$ cat config.mk
export PLATFORM = sky130hd
export DESIGN_NAME = teach_pin_cfg_bank
export DESIGN_NICKNAME = d
export VERILOG_FILES = /design/src/logic/teach_pin_cfg_pkg.sv /design/src/logic/pin_io_cell.sv /design/src/logic/teach_pin_cfg_bank.sv
export SDC_FILE = /design/constraint.sdc
export NUM_CORES = 1
export LEC_CHECK = 0
export ABC_CLOCK_PERIOD_IN_PS = 2500
export BUFFER_PORTS_ARGS = -buffer_cell sky130_fd_sc_hd__buf_4
export CAP_MARGIN = 15
export CORE_ASPECT_RATIO = 0.6
export CORE_MARGIN = 5
export CORE_UTILIZATION = 39
export CTS_BUF_LIST = sky130_fd_sc_hd__clkbuf_16
export CTS_CLUSTER_SIZE = 10
export DETAILED_ROUTE_END_ITERATION = 12
export MAX_ROUTING_LAYER = met4
export PLACE_DENSITY = 0.55
export SETUP_SLACK_MARGIN = 0.15
export SKIP_LAST_GASP = 1
export SYNTH_ARGS = -nofsm -noshare
export SYNTH_HDL_FRONTEND = slang
export SYNTH_SLANG_ARGS = --single-unit
$ cat constraint.sdc
create_clock -name i_sys_clk -period 2.5 [get_ports i_sys_clk]
set_clock_uncertainty 0.1 [all_clocks]
set_input_delay 0.5 -clock i_sys_clk [delete_from_list [all_inputs] [get_ports i_sys_clk]]
set_output_delay 0.5 -clock i_sys_clk [all_outputs]
set_load 0.1 [all_outputs]
$ cat src/logic/teach_pin_cfg_pkg.sv
// teach and pin configuration bank: shared constants, record layouts, carriers
// assumes a 32-bit apb4 master; register index times four is the byte address
package teach_pin_cfg_pkg;

    localparam int          ADDR_W     = 12;
    localparam int          DATA_W     = 32;
    localparam int          MAX_PINS   = 2;

    // register indices; byte address is index * 4
    localparam logic [7:0]  IDX_POLARITY = 8'h4d;
    localparam logic [7:0]  IDX_TEACH    = 8'h4f;
    localparam logic [7:0]  IDX_PIN [MAX_PINS] = '{8'h50, 8'h53};

    // field positions inside a pin record and the teach record
    localparam int          PIN_DIR_LSB     = 24;
    localparam int          PIN_SENSE_LSB   = 16;
    localparam int          PIN_IN_LSB      = 8;
    localparam int          PIN_OUT_LSB     = 0;
    localparam int          TEACH_STORE_LSB = 16;
    localparam int          TEACH_SENS_LSB  = 8;

    // highest legal value of each field
    localparam logic [7:0]  POL_MAX   = 8'h01;
    localparam logic [7:0]  STORE_MAX = 8'h01;
    localparam logic [7:0]  SENS_MAX  = 8'h02;
    localparam logic [7:0]  DIR_MAX   = 8'h01;
    localparam logic [7:0]  SENSE_MAX = 8'h01;
    localparam logic [7:0]  IN_MAX    = 8'h02;
    localparam logic [7:0]  OUT_MAX   = 8'h03;

    // reset values and the full write strobe
    localparam logic [7:0]  POL_RST   = 8'h01;
    localparam logic [31:0] TEACH_RST = 32'h0000_0000;
    localparam logic [31:0] PIN_RST   = 32'h0000_0000;
    localparam logic [3:0]  STRB_ALL  = 4'hf;

    typedef enum logic [7:0] {
        DIR_OUTPUT = 8'h00,
        DIR_INPUT  = 8'h01
    } pin_dir_e;

    typedef enum logic [7:0] {
        IN_OFF     = 8'h00,
        IN_TRIGGER = 8'h01,
        IN_TEACH   = 8'h02
    } in_fn_e;

    typedef enum logic [7:0] {
        OUT_OFF    = 8'h00,
        OUT_SWITCH = 8'h01,
        OUT_WARN   = 8'h02,
        OUT_TRIG   = 8'h03
    } out_fn_e;

    typedef enum logic [7:0] {
        RES_HIGH = 8'h00,
        RES_MED  = 8'h01,
        RES_LOW  = 8'h02
    } reserve_e;

    // detection sensitivity handed to the evaluation logic
    typedef enum logic [1:0] {
        SENS_LOW  = 2'b00,
        SENS_MED  = 2'b01,
        SENS_HIGH = 2'b10
    } sens_e;

    typedef enum logic [1:0] {
        SEL_NONE  = 2'b00,
        SEL_POL   = 2'b01,
        SEL_TEACH = 2'b10,
        SEL_PIN   = 2'b11
    } reg_sel_e;

    typedef struct packed {
        logic [7:0] dir;
        logic [7:0] sense;
        logic [7:0] in_fn;
        logic [7:0] out_fn;
    } pin_cfg_s;

    typedef struct packed {
        logic [7:0] rsvd_hi;
        logic [7:0] storage;
        logic [7:0] sens;
        logic [7:0] rsvd_lo;
    } teach_cfg_s;

    typedef struct packed {
        logic              psel;
        logic              penable;
        logic              pwrite;
        logic [ADDR_W-1:0] paddr;
        logic [DATA_W-1:0] pwdata;
        logic [3:0]        pstrb;
    } apb_req_s;

    typedef struct packed {
        logic              pready;
        logic [DATA_W-1:0] prdata;
        logic              pslverr;
    } apb_rsp_s;

endpackage

$ cat src/logic/pin_io_cell.sv
// one switchable digital pin: pad synchroniser, input functions, output drive
// assumes its record and polarity come from registers on the same clock
`timescale 1ns/100ps
module pin_io_cell
    import teach_pin_cfg_pkg::*;
(
    input  wire logic                        i_sys_clk,
    input  wire logic                        i_resetn,
    input  wire teach_pin_cfg_pkg::pin_cfg_s i_cfg,
    input  wire logic                        i_pnp,
    input  wire logic                        i_pin,
    input  wire logic                        i_area_hit,
    input  wire logic                        i_warning,
    input  wire logic                        i_trigger,
    output logic                             o_pin,
    output logic                             o_oe,
    output logic                             o_trig_pulse,
    output logic                             o_teach_pulse
);
    import teach_pin_cfg_pkg::*;

    typedef struct packed {
        logic sync1;
        logic sync2;
        logic prev;
        logic pin;
        logic oe;
        logic trig;
        logic teach;
    } cell_s;

    cell_s cell_r;
    cell_s cell_nxt;
    logic  act_in;
    logic  src;
    logic  active;

    ////////////////////////////////////////////////////////////////////////////
    always_comb begin
        cell_nxt = cell_r;
        cell_nxt.sync1 = i_pin;
        cell_nxt.sync2 = cell_r.sync1;
        // sinking inputs read active low
        act_in = i_pnp ? cell_r.sync2 : ~cell_r.sync2;
        cell_nxt.prev = act_in;
        cell_nxt.trig = (i_cfg.dir == DIR_INPUT) && (i_cfg.in_fn == IN_TRIGGER)
                        && act_in && !cell_r.prev;
        cell_nxt.teach = (i_cfg.dir == DIR_INPUT) && (i_cfg.in_fn == IN_TEACH)
                         && act_in && !cell_r.prev;
        unique case (i_cfg.out_fn)
            OUT_SWITCH: src = i_area_hit;
            OUT_WARN:   src = i_warning;
            OUT_TRIG:   src = i_trigger;
            default:    src = 1'b0;
        endcase
        active = src ^ i_cfg.sense[0];
        // open transistor style: drive only while active, level by polarity
        cell_nxt.oe = (i_cfg.dir == DIR_OUTPUT) && (i_cfg.out_fn != OUT_OFF) && active;
        cell_nxt.pin = i_pnp;
    end

    always_ff @(posedge i_sys_clk or negedge i_resetn) begin
        if (!i_resetn) begin
            cell_r <= '0;
        end else begin
            cell_r <= cell_nxt;
        end
    end

    assign o_pin         = cell_r.pin;
    assign o_oe          = cell_r.oe;
    assign o_trig_pulse  = cell_r.trig;
    assign o_teach_pulse = cell_r.teach;

endmodule

$ cat src/logic/teach_pin_cfg_bank.sv
// teach and pin configuration bank with an apb4 register slave
// assumes pins are asynchronous; evaluation inputs share i_sys_clk
//
// Operation
// - teach storage byte at bit 16: 0 non-volatile, 1 only while powered
// - teach sensitivity byte at bit 8: 0 high, 1 medium, 2 low reserve
// - higher function reserve gives lower detection sensitivity, and vice versa
// - records are 32 bits and accessed only whole; partial writes refused
// - one polarity byte for all pins: 0 sinking, 1 sourcing; resets to 1
// - direction byte at bit 24: 0 output, 1 input; resets to 0
// - sense byte at bit 16: 0 light active, 1 dark active; resets to 0
// - input function byte at bit 8: 0 off, 1 trigger, 2 teach request
// - output function byte at bit 0: off, area switching, warning, trigger
// - teach starts from panel, command, or a pin teach input
`timescale 1ns/100ps
module teach_pin_cfg_bank
    import teach_pin_cfg_pkg::*;
#(
    parameter int NUM_PINS = 2
) (
    input  wire logic                        i_sys_clk,
    input  wire logic                        i_resetn,
    input  wire teach_pin_cfg_pkg::apb_req_s i_apb,
    output teach_pin_cfg_pkg::apb_rsp_s      o_apb,
    input  wire logic [NUM_PINS-1:0]         i_pin,
    input  wire logic [NUM_PINS-1:0]         i_area_hit,
    input  wire logic                        i_warning,
    input  wire logic                        i_trigger,
    output logic [NUM_PINS-1:0]              o_pin,
    output logic [NUM_PINS-1:0]              o_pin_oe,
    output logic                             o_pnp_mode,
    output logic                             o_teach_volatile,
    output teach_pin_cfg_pkg::sens_e         o_sensitivity,
    output logic                             o_trigger_pulse,
    output logic                             o_teach_req_pulse
);
    import teach_pin_cfg_pkg::*;

    ////////////////////////////////////////////////////////////////////////////
    // elaboration check

    if (NUM_PINS < 1 || NUM_PINS > MAX_PINS) begin : g_bad_pins
        $error("NUM_PINS must lie between 1 and MAX_PINS");
    end

    ////////////////////////////////////////////////////////////////////////////
    // state

    typedef struct packed {
        logic                      pready;
        logic [DATA_W-1:0]         prdata;
        logic                      pslverr;
        logic [7:0]                pol;
        teach_cfg_s                teach;
        pin_cfg_s [NUM_PINS-1:0]   pins;
        sens_e                     sens;
        logic                      trig;
        logic                      teach_req;
    } bank_s;

    bank_s                         bank_r;
    bank_s                         bank_nxt;
    logic [NUM_PINS-1:0]           trig_hit;
    logic [NUM_PINS-1:0]           teach_hit;

    ////////////////////////////////////////////////////////////////////////////
    // decode helpers

    function automatic reg_sel_e sel_of(input logic [ADDR_W-1:0] addr);
        logic [7:0] idx;
        reg_sel_e   sel;
        idx = addr[9:2];
        sel = SEL_NONE;
        if (addr[1:0] == 2'b00 && addr[ADDR_W-1:10] == '0) begin
            if (idx == IDX_POLARITY) begin
                sel = SEL_POL;
            end else if (idx == IDX_TEACH) begin
                sel = SEL_TEACH;
            end
            for (int k = 0; k < NUM_PINS; k++) begin
                if (idx == IDX_PIN[k]) begin
                    sel = SEL_PIN;
                end
            end
        end
        return sel;
    endfunction

    function automatic int pin_of(input logic [ADDR_W-1:0] addr);
        int n;
        n = 0;
        for (int k = 0; k < NUM_PINS; k++) begin
            if (addr[9:2] == IDX_PIN[k]) begin
                n = k;
            end
        end
        return n;
    endfunction

    function automatic logic pin_ok(input pin_cfg_s c);
        return (c.dir <= DIR_MAX) && (c.sense <= SENSE_MAX)
               && (c.in_fn <= IN_MAX) && (c.out_fn <= OUT_MAX);
    endfunction

    function automatic logic teach_ok(input teach_cfg_s c);
        return (c.storage <= STORE_MAX) && (c.sens <= SENS_MAX);
    endfunction

    // higher reserve means less sensitive detection
    function automatic sens_e sens_of(input logic [7:0] reserve);
        sens_e s;
        unique case (reserve)
            RES_LOW: s = SENS_HIGH;
            RES_MED: s = SENS_MED;
            default: s = SENS_LOW;
        endcase
        return s;
    endfunction

    ////////////////////////////////////////////////////////////////////////////
    // register file and apb slave

    logic        setup;
    logic        access;
    reg_sel_e    sel;
    int          pin_n;
    logic        wr_ok;
    pin_cfg_s    wr_pin;
    teach_cfg_s  wr_teach;

    always_comb begin
        bank_nxt  = bank_r;
        setup     = i_apb.psel && !i_apb.penable && !bank_r.pready;
        access    = i_apb.psel && i_apb.penable && bank_r.pready;
        sel       = sel_of(i_apb.paddr);
        pin_n     = pin_of(i_apb.paddr);
        wr_pin    = pin_cfg_s'(i_apb.pwdata);
        wr_teach  = teach_cfg_s'(i_apb.pwdata);
        wr_ok     = 1'b0;
        bank_nxt.pready = 1'b0;

        unique case (sel)
            SEL_POL:   wr_ok = i_apb.pwdata[31:8] == '0
                               && i_apb.pwdata[7:0] <= POL_MAX;
            SEL_TEACH: wr_ok = teach_ok(wr_teach);
            SEL_PIN:   wr_ok = pin_ok(wr_pin);
            SEL_NONE:  wr_ok = 1'b0;
        endcase
        // only whole-record writes are served
        wr_ok = wr_ok && (i_apb.pstrb == STRB_ALL);

        if (setup) begin
            bank_nxt.pready  = 1'b1;
            bank_nxt.prdata  = '0;
            bank_nxt.pslverr = (sel == SEL_NONE) || (i_apb.pwrite && !wr_ok);
            if (!i_apb.pwrite) begin
                unique case (sel)
                    SEL_POL:   bank_nxt.prdata = {24'h00_0000, bank_r.pol};
                    SEL_TEACH: bank_nxt.prdata = {8'h00, bank_r.teach.storage,
                                                  bank_r.teach.sens, 8'h00};
                    SEL_PIN:   bank_nxt.prdata = bank_r.pins[pin_n];
                    SEL_NONE:  bank_nxt.prdata = '0;
                endcase
            end
        end

        // write lands only at the edge the master samples pready
        if (access && i_apb.pwrite && !bank_r.pslverr) begin
            unique case (sel)
                SEL_POL:   bank_nxt.pol = i_apb.pwdata[7:0];
                SEL_TEACH: begin
                    bank_nxt.teach.storage = wr_teach.storage;
                    bank_nxt.teach.sens    = wr_teach.sens;
                end
                SEL_PIN:   bank_nxt.pins[pin_n] = wr_pin;
                SEL_NONE:  bank_nxt.pol = bank_r.pol;
            endcase
        end

        bank_nxt.sens      = sens_of(bank_r.teach.sens);
        bank_nxt.trig      = |trig_hit;
        bank_nxt.teach_req = |teach_hit;
    end

    always_ff @(posedge i_sys_clk or negedge i_resetn) begin
        if (!i_resetn) begin
            bank_r       <= '0;
            bank_r.pol   <= POL_RST;
            bank_r.teach <= TEACH_RST;
            bank_r.pins  <= {NUM_PINS{PIN_RST}};
            bank_r.sens  <= SENS_LOW;
        end else begin
            bank_r <= bank_nxt;
        end
    end

    ////////////////////////////////////////////////////////////////////////////
    // per-pin logic

    for (genvar g = 0; g < NUM_PINS; g++) begin : g_pin
        pin_io_cell u_cell (
            .i_sys_clk     (i_sys_clk),
            .i_resetn      (i_resetn),
            .i_cfg         (bank_r.pins[g]),
            .i_pnp         (bank_r.pol[0]),
            .i_pin         (i_pin[g]),
            .i_area_hit    (i_area_hit[g]),
            .i_warning     (i_warning),
            .i_trigger     (i_trigger),
            .o_pin         (o_pin[g]),
            .o_oe          (o_pin_oe[g]),
            .o_trig_pulse  (trig_hit[g]),
            .o_teach_pulse (teach_hit[g])
        );
    end

    ////////////////////////////////////////////////////////////////////////////
    // outputs

    assign o_apb.pready      = bank_r.pready;
    assign o_apb.prdata      = bank_r.prdata;
    assign o_apb.pslverr     = bank_r.pslverr;
    assign o_pnp_mode        = bank_r.pol[0];
    assign o_teach_volatile  = bank_r.teach.storage[0];
    assign o_sensitivity     = bank_r.sens;
    assign o_trigger_pulse   = bank_r.trig;
    assign o_teach_req_pulse = bank_r.teach_req;

endmodule

---- After elaboration in Yosys (flattened, before gate mapping) ----
Cells that the tools add are included.
storage, ports and cells
  bits in registers ....................... 139
  input port bits ......................... 59
  output and inout bits ................... 44
  word-level logic and storage cells ...... 135
operators by class
  $lt $le $gt $ge ......................... 7
  equal/unequal tests ..................... 22
  muxes and demuxes ....................... 21
  bitwise logic cells ..................... 4
  reduce and logical (&&, ||, !) cells .... 51
operators with widths
  operator                                              number
  two-way mux 32 bit                                    5
  case mux 32 bit (4 select lines)                      1
  bitwise mux 64 bit                                    1
  == test 8 x 1 -> 1 bit, second input constant         7
  == test 8 x 2 -> 1 bit, second input constant         7
  two-way mux 34 bit                                    1
  demux 32 bit (select 1 bit)                           1
  == test 8 x 7 -> 1 bit, second input constant         4
  >= comparator 32 x 1 -> 1 bit, second input constant  1
  < comparator 32 x 3 -> 1 bit, second input constant   1
  logical AND 1 bit                                     31
  <= comparator 8 x 1 -> 1 bit, second input constant   3
  logical NOT 24 bit                                    1
  <= comparator 8 x 2 -> 1 bit, second input constant   2
  logical NOT 8 bit                                     2
  nonzero test 8 bit                                    2
  two-way mux 2 bit                                     5
  logical NOT 1 bit                                     6
  logical NOT 2 bit                                     3
  case mux 1 bit (3 select lines)                       2
  AND reduction 2 bit                                   3
  == test 2 bit, second input constant                  2
  == test 4 bit, second input constant                  1
  case mux 1 bit (4 select lines)                       1
  other kinds (7)                                       12

---- Depth between registers and ports, before layout ----
Gate-level depths: netlist of run 1.
  word-level depth ........................ 13
  gate-level depth with buffers ........... 8
  depth with buffers taken out ............ 6

---- Cells and area by module ----
Synthesis of run 1 repeated with hierarchy kept, for this count alone.
unflattened totals
  cell total of the unflattened synthesis .. 515
  area, all modules ....................... 6406.1 um2
modules (own cells, without submodules)
  module              times used  cells an instance  area each (um2)  sequential area each (um2)
  teach_pin_cfg_bank  1           461                5723.0           3154.3
  pin_io_cell         2           27                 341.6            175.2

---- Worst setup path before layout of run 1 ----
OpenSTA, ideal clock, no wires.
  kind .................................... input -> register
  from .................................... in i_apb[38] (netlist bit)
  to ...................................... reg bank_r (netlist bit o_teach_volatile)
  library setup time ...................... 0.126 ns
  arrival time ............................ 1.981 ns
  required time ........................... 2.274 ns
  setup slack ............................. 0.294 ns
  cell stages on the path ................. 6
  buffers on the path ..................... 2
  cells stage by stage .................... clkbuf_1 and2_1 nand2_1 nor3_4 buf_4 mux2_2
on the way
  cells in the longest elaborated chain, start to end .. 8
  elaborated cells between the ends (all ways) .. 11
  those cells by class .................... eq/ne (5); mux (5); reduce/logical (1)
ends and longest elaborated chain
  item                             line                       text
  start: declaration               teach_pin_cfg_bank.sv:23   input wire teach_pin_cfg_pkg::apb_req_s i_apb,
  == test 8 x 7 -> 1 bit           teach_pin_cfg_bank.sv:77   end else if (idx == IDX_TEACH) begin
  two-way mux 2 bit                teach_pin_cfg_bank.sv:77
  two-way mux 2 bit                teach_pin_cfg_bank.sv:75   if (idx == IDX_POLARITY) begin
  two-way mux 2 bit                teach_pin_cfg_bank.sv:81   if (idx == IDX_PIN[k]) begin
  two-way mux 2 bit *              teach_pin_cfg_bank.sv:81
  two-way mux 2 bit *              teach_pin_cfg_bank.sv:74   if (addr[1:0] == 2'b00 && addr[ADDR_W-1:10] == '0) begin
  == test 2 bit *                  teach_pin_cfg_bank.sv:169  unique case (sel)
  AND reduction 2 bit (no line) *  --
  end signal: assignment           teach_pin_cfg_bank.sv:193  bank_r <= bank_nxt;
  end: declaration                 teach_pin_cfg_bank.sv:61   bank_s bank_r;
Every way passes the cells marked *; elsewhere a longest branch is shown, timed or not.
A chain may end at the register's enable or synchronous reset.

---- Worst setup path after layout of run 1 ----
  from .................................... reg bank_r (netlist bit o_apb[33])
  to ...................................... reg bank_r (netlist bit o_apb[0])
on the way
  cells in the longest elaborated chain, start to end .. 2
ends and longest elaborated chain
  item               line                       text
  logical NOT 1 bit  teach_pin_cfg_bank.sv:133  setup = i_apb.psel && !i_apb.penable && !bank_r.pready;
  logical AND 1 bit  teach_pin_cfg_bank.sv:133
No other way between the ends.

==> summary.txt, run 1 <==
Run status
  • Status: completed

Route
  • Routed WL: 15,300 um
  • Initial DRC count: 265
  • Via count: 4,155
  • Via density: between 5 and 6
  • Initial DRT Pass Iterations: 5
  • Met3 wire len: 589 um
  • Post-route ant nets: 0
  • Metal1 wirelength: roughly 8000 um
  • DR WL/cell: 19.5 um
  • DR top layer: met4
  • DR WL met2: 6730 um
  • DRC viols: 0

Setup path
  • Max stage delay on crit path: ~0.43 ns
  • Crit. End Element: flop
  • Crit-path max FO: 4
  • Worst Path Class, Setup: flop to flop
  • Arrival time worst endpoint: between 2 and 2.5 ns
  • Worst path cell trace: or3b_1 > inv_1 > nand4b_1 > nor4_1 > a41oi_1 > o22a_1
  • Crit-path slowest cell: or3b_1
  • Critical Path Source Type: flop
  • CP Data Required Time: 2.70 ns

Place
  • Setup slack at placement: roughly 0.13 ns
  • GP Congestion: 0.843
  • Dpl cell area: 7100 sq um
  • DP Cell Count: between 700 and 800
  • IO Port Bufs: slightly above 100
  • Detailed placement HPWL: 10,900 um

Final layout
  • Commonest non-fill, non-tap cell in the layout: dfrtp_1
  • Area growth syn-to-layout: 22.9%
  • Commonest cells after routing, fill and taps aside: dfrtp_1 (138), buf_4 (113), mux2_2 (76), o21ai_0 (36), mux2i_1 (32)
  • Fin area: 7710 sq um
  • Final std cells w/o fill: 786
  • # nets final: 629
  • Fill cell count: between 1,000 and 1,500
  • N_diodes: 0
  • Share of post-route cells with drive strength above 1: 40.8%

Synth
  • Avg Cell Area, Syn: 12.8 sq um
  • Netlist cell types: 46
  • Post-synth ARST share: 100%
  • Sequential share of the synthesized area: 55.4%
  • Mapped cell area: 6280 sq um
  • Cells after synthesis: 491
  • Synthesized Nets: 550
  • Top_reg_cell synth: dfrtp_1
  • EDFF count, synth: 0
  • Synth warn: 0
  • Share of the synthesized area in the top cell type: a little under three fifths
  • Post-synth top area cell: dfrtp_1
  • Post-synthesis register bit count: approximately 140
  • Top cells by area, synth: dfrtp_1 (55%), mux2_2 (14%), mux2i_1 (5.1%)

Timing
  • Fin Setup TNS: 0 ns
  • Slew Limit Headroom: ~58%
  • Final hold violation count: 0
  • Final Max Slew Viols: 0
  • Peak Freq: 0.489 GHz
  • Final setup violation count: 0
  • Min setup slack post-route: 0.454 ns
  • Worst Tran Pin Value: 0.617 ns
  • Period minus WS final: approximately 2.0 ns
  • WHS: 0.0923 ns
  • RSZ-0062 raised after global routing: false
  • Final cycle utilization of the critical path: 81.8%

Power and ir drop
  • Switching pwr: 1.12 mW
  • Power Internal: just under 4 mW
  • Combinational power share: under 10%
  • Seq pwr share: 44.9%
  • Power per cell area: 653 nW/um^2
  • Max VDD drop: about 370 uV
  • Leakage power: 3.67 nW
  • Clk pwr share: 50.6%
  • Switching part of the total power: 22.2%

Global route
  • Largest net degree at the start of global routing: 58
  • Global-route wire length before repair: 24,800 um
  • Initial antenna violation count: 0
  • Vias in the first global route: 4,499
  • Total track usage: between 10% and 20%
  • Overflow after GRT: 0

Clock tree
  • CTS buffer count: 17
  • CTS Buffer Depth: 2
  • Clock transition at path regs: 0.06 ns
  • CTS sink cnt: 139
  • Worst-skew pair later-pin latency: 0.41 ns
  • TritonCTS clock tree: built
  • Post-CTS Setup Repair Bufs: 0
  • Root Driver: clkbuf_16
  • PostCTS Resize Cnt: 0
  • # H-tree levels: 4

Job
  • Max_cap viols: 0

Floorplan
  • Core Region: 15,500 sq um
  • Core Rows: 35
  • Io pins: 103
  • Die width: approximately 170 um
  • Die ar.: ~19,000 sq um
  • Initial core utilization: 40.4%
  • Die height: 108 um

Worst hold path
  • Hold crit path type: input pin to flop
## final timing paths
check	startpoint	end	slack, ns	depth (start not counted)
hold reg to reg	g_pin[0].u_cell.cell_nxt[5]	g_pin[0].u_cell.cell_r[5]	0.25	0
hold / removal	i_pin[0]	g_pin[0].u_cell.cell_nxt[5]	0.09	1
max in group asynchronous	i_resetn	g_pin[1].u_cell.o_teach_pulse	1.15	3
setup reg to reg	o_apb[33]	o_apb[0]	0.45	6
min in group asynchronous	i_resetn	o_apb[5]	0.45	2
setup / recovery	o_apb[33]	o_apb[0]	0.45	6
## sequential cells by signal, indices dropped and copies added (netlist names), 2 cells and up
name and count:
bank_r 86, o_apb 34, g_pin.u_cell.cell_r 4, g_pin.u_cell.cell_nxt 2, g_pin.u_cell.o_oe 2, g_pin.u_cell.o_teach_pulse 2, g_pin.u_cell.o_trig_pulse 2, o_sensitivity 2
## cells by family (layout without fill, tap and decap cells)
kind of cell / after synthesis / count (layout) / share of synthesized area [%]
xor+xnor: 2 / 2 / 0.279
simple gates: 89 / 89 / 9.09
flops: 139 / 139 / 55.4
buf+inv: 65 / 157 / 6.84
compound gates: 77 / 77 / 7.64
mux: 119 / 119 / 20.7
## cells in the mapped netlist, types with 3 or more instances
cell,count
dfrtp_1,138
mux2_2,76
buf_4,42
o21ai_0,36
mux2i_1,32
a22oi_1,24
nand2_1,20
nor4_1,13
nor2_1,12
mux2_1,11
buf_2,10
clkbuf_1,7
a21oi_1,5
nor3b_1,5
and3_1,4
inv_1,4
nand3_1,4
nand4_1,4
and3b_1,3
## power by group through the flow
| stage | logic, mW | clock network [mW] | registers, mW |
|---|---|---|---|
| 2_1_floorplan | 0.0532 | 0 | 2.30 |
| 3_3_place_gp | 0.224 | 0 | 2.30 |
| 3_5_place_dp | 0.228 | 0 | 2.30 |
| 4_1_cts | 0.230 | 2.60 | 2.26 |
| 5_1_grt | 0.251 | 2.69 | 2.26 |
| 6_report | 0.227 | 2.55 | 2.26 |
## layout make-up
class / count / area, sq um / share of cell area (%)
repair buffers: 121 / 990 / 12.8
clock buffers: 17 / 425 / 5.52
clock inverters: 15 / 175 / 2.27
flip-flops and latches: 139 / 3480 / 45.1
inverters: 4 / 15.0 / 0.195
multi-input cells: 287 / 2370 / 30.8
well taps: 203 / 254 / 3.29
## metal layers
metal / up-vias / global-route usage, %
met1: 2122 / 25.0
met4: 0 / 4.86
met2: 101 / 25.4
met5: - / -
li1: 1916 / -
met3: 16 / 3.98
## metrics by stage
stage / utilization (%) / total power [mW]
6_report: 49.6 / 5.04
5_1_grt: 49.6 / 5.20
4_1_cts: 49.6 / 5.09
3_5_place_dp: 45.7 / 2.53
3_3_place_gp: 45.7 / 2.52
2_1_floorplan: - / 2.35
## worst max-delay path, delay by kind of cell, from the launching register on
kind,cells,cell delay (ns)
buffers and inverters,1,0.17
AND/OR/NAND/NOR,3,0.94
AO/OA/AOI/OAI,2,0.34
flip-flops,1,0.40
## repair_timing
| action | CTS | global route |
|---|---|---|
| endpoints found under the hold margin | 35 | 0 |
| endpoints found under the setup margin | 0 | 0 |
| hold buffers | 1 | 0 |
(Power assumes the default switching activity.)
==> inputs of run 2 (changes only) <==
- ABC_CLOCK_PERIOD_IN_PS: 2500 -> 2000
- clock period: 2.5 -> 2 ns (I/O delays scaled with it)
==> run 2 against run 1 <==
  * Critical path depth down 2
  * Sequential share of layout area down 5.6 points
  * Hold slack better by 0.048 ns
  * Cell area up 14%
  * Core utilization up 7.1 points
  * Register-to-register slack worse by 0.42 ns
  * Clock power up 32%
  * Wire length up 20%
  * First-iteration DRC count up 28%
  * Critical endpoint is now o_apb[22]
==> summary.txt, run 2 (same netlist as run 1, synthesis figures left out) <==
Run status
  • Status: completed (unchanged)

Global route
  • Global-route wire length before repair: 27,300 um (was 24,800 um)
  • Vias in the first global route: 4,745 (was 4,499)
  • Total track usage: 19.5% (was 17.6%)
  • Overflow after GRT: 0 (unchanged)
  • Initial antenna violation count: 0 (unchanged)
  • Largest net degree at the start of global routing: 49 (was 58)

Setup path
  • Crit-path max FO: 10 (was 4)
  • Worst path depth: 4 (was 6)
  • Worst path cell trace: or3b_4 > or4_4 > buf_6 > o21ai_1 (was or3b_1 > inv_1 > nand4b_1 > nor4_1 > a41oi_1 > o22a_1)
  • Arrival time worst endpoint: 2.20 ns (was 2.24 ns)
  • Critical Path Source Type: flop (unchanged)
  • Crit-path slowest cell: or4_4 (was or3b_1)
  • Max stage delay on crit path: 0.65 ns (was 0.43 ns)
  • FF-to-FF path depth: 4 (was 6)
  • Worst path top cell family by delay: simple AND/OR/NAND/NOR gates (unchanged)
  • Crit path from: o_apb[33] (unchanged)
  • Worst Path Class, Setup: flop to flop (unchanged)
  • Worst setup path endpoint: o_apb[22] (was o_apb[0])
  • Crit Reg-Reg Endpoint: o_apb[22] (was o_apb[0])
  • FF-to-FF Start: o_apb[33] (unchanged)
  • CP Data Required Time: 2.23 ns (was 2.70 ns)
  • Crit. End Element: flop (unchanged)
  • Reg2Reg Setup Slack: 0.03 ns (was 0.45 ns)
  • Worst path bufs/invs: 1 (unchanged)

Timing
  • Final Max Slew Viols: 0 (unchanged)
  • RSZ-0062 raised after global routing: true (was false)
  • Final setup violation count: 0 (unchanged)
  • Worst Tran Pin Value: 0.463 ns (was 0.617 ns)
  • Final hold violation count: 0 (unchanged)
  • Final cycle utilization of the critical path: 98.5% (was 81.8%)
  • Peak Freq: 0.508 GHz (was 0.489 GHz)
  • Slew Limit Headroom: 68.3% (was 57.8%)
  • Period minus WS final: 1.97 ns (was 2.05 ns)

Place
  • GP Congestion: 0.816 (was 0.843)
  • Detailed placement HPWL: 12,000 um (was 10,900 um)
  • Dpl cell area: 7510 sq um (was 7100 sq um)
  • DP Cell Count: 776 (was 753)
  • IO Port Bufs: 102 (unchanged)

Job
  • Max_cap viols: 0 (unchanged)

Route
  • DR WL/cell: 22.1 um (was 19.5 um)
  • Via count: 4,488 (was 4,155)
  • Initial DRC count: 340 (was 265)
  • Routed WL: 18,300 um (was 15,300 um)
  • DRC viols: 0 (unchanged)
  • Via density: 5.41 (was 5.29)
  • Initial DRT Pass Iterations: 5 (unchanged)
  • Post-route ant nets: 0 (unchanged)

Final layout
  • Largest register FFs: 86 (unchanged)
  • Largest Register: bank_r (unchanged)
  • Fin area: 8810 sq um (was 7710 sq um)
  • Final std cells w/o fill: 829 (was 786)
  • Final Util: 56.7% (was 49.6%)
  • Share of post-route cells with drive strength above 1: 51.4% (was 40.8%)
  • # nets final: 673 (was 629)
  • N_diodes: 0 (unchanged)
  • Commonest non-fill, non-tap cell in the layout: dfrtp_1 (unchanged)
  • Area growth syn-to-layout: 40.4% (was 22.9%)
  • Commonest cells after routing, fill and taps aside: dfrtp_1 (138), buf_4 (127), mux2_4 (75), mux2i_1 (32), a22oi_1 (24) (was dfrtp_1 (138), buf_4 (113), mux2_2 (76), o21ai_0 (36), mux2i_1 (32))

Floorplan
  • Core Rows: 35 (unchanged)
  • Die ar.: 18,800 sq um (unchanged)
  • Die height: 108 um (unchanged)
  • Io pins: 103 (unchanged)
  • Die width: 174 um (unchanged)
  • Initial core utilization: 40.4% (unchanged)
  • Core Region: 15,500 sq um (unchanged)

Clock tree
  • Worst-skew pair later-pin latency: 0.42 ns (was 0.41 ns)
  • # H-tree levels: 4 (unchanged)
  • Clock transition at path regs: 0.06 ns (about the same)
  • Root Driver: clkbuf_16 (unchanged)
  • CTS sink cnt: 139 (unchanged)
  • CTS Buffer Depth: 2 (unchanged)
  • CTS buffer count: 17 (unchanged)
  • TritonCTS clock tree: built (unchanged)

Power and ir drop
  • Power per cell area: 740 nW/um^2 (was 653 nW/um^2)
  • Leakage power: 4.12 nW (was 3.67 nW)
  • Max VDD drop: 569 uV (was 368 uV)

Worst hold path
  • Hold path start: i_apb[5] (was i_pin[0])
  • Hold crit path type: input pin to flop (unchanged)
run 2: changes by cell type in the layout (fill, tap and decap cells not counted), moves of 5 or more:
cell,previous run,this run
mux2_1,11,1
buf_4,113,127
buf_12,6,11
mux2_4,0,75
o21ai_1,1,14
o21ai_0,36,5
buf_6,1,12
mux2_2,76,11
o21ai_2,0,17
run 2: worst min-delay path by stage:
stage	cells after the start	end	slack, ns
floorplan	0	bank_r[101]	0.004
global placement	0	g_pin[0].u_cell.cell_r[5]	0.23
detailed placement	0	g_pin[0].u_cell.cell_r[5]	0.24
CTS	2	bank_r[21]	0.13
global route	2	bank_r[33]	0.14
finish	3	bank_r[5]	0.14
run 2: metal layers:
metal / wire (um) / GRT usage [%] / vias to the layer above
li1: - / - / 2019
met3: 1150 / 4.51 / 13
met1: 9290 / 28.6 / 2309
met2: 7800 / 27.4 / 147
met5: 0 / - / -
met4: 112 / 4.74 / 0
run 2: where the power goes:
group,internal [mW],switching (mW)
clock network,2.19,1.18
registers,2.82,0.00353
logic,0.136,0.193
total,5.15,1.38
run 2: layout make-up:
| cell class | count | area (sq um) |
|---|---|---|
| flip-flops and latches | 139 | 3480 |
| clock inverters | 14 | 203 |
| multi-input cells | 287 | 2840 |
| fillers | 1262 | 6730 |
| repair buffers | 165 | 1600 |
| well taps | 203 | 254 |
| inverters | 4 | 15.0 |
| clock buffers | 17 | 425 |
run 2: worst min-delay path, delay by kind of cell:
kind / cells / cell delay (ns)
simple gates: 1 / 0.05
compound gates: 1 / 0.04
buf+inv: 1 / 0.12
run 2: through the flow:
step                hold WS, ns  power [mW]  setup TNS (ns)  setup slack [ns]
finish                    0.140        6.52               0            0.0304
global route              0.139        6.73         -0.0812           -0.0190
CTS                       0.130        6.57               0            0.0487
detailed placement        0.237        3.19          -15.95            -0.190
global placement          0.234        3.19          -10.37            -0.133
floorplan               0.00441        2.95         -0.0762           -0.0127
run 2: repair_timing:
item | in CTS | in global routing
hold buffers | 3 | 0
endpoints found under the setup margin | 126 | 126
endpoints found under the hold margin | 46 | 0
cloned | 3 | 6
resized for setup | 36 | 55
pin swaps | 8 | 7
setup buffers | 5 | 5
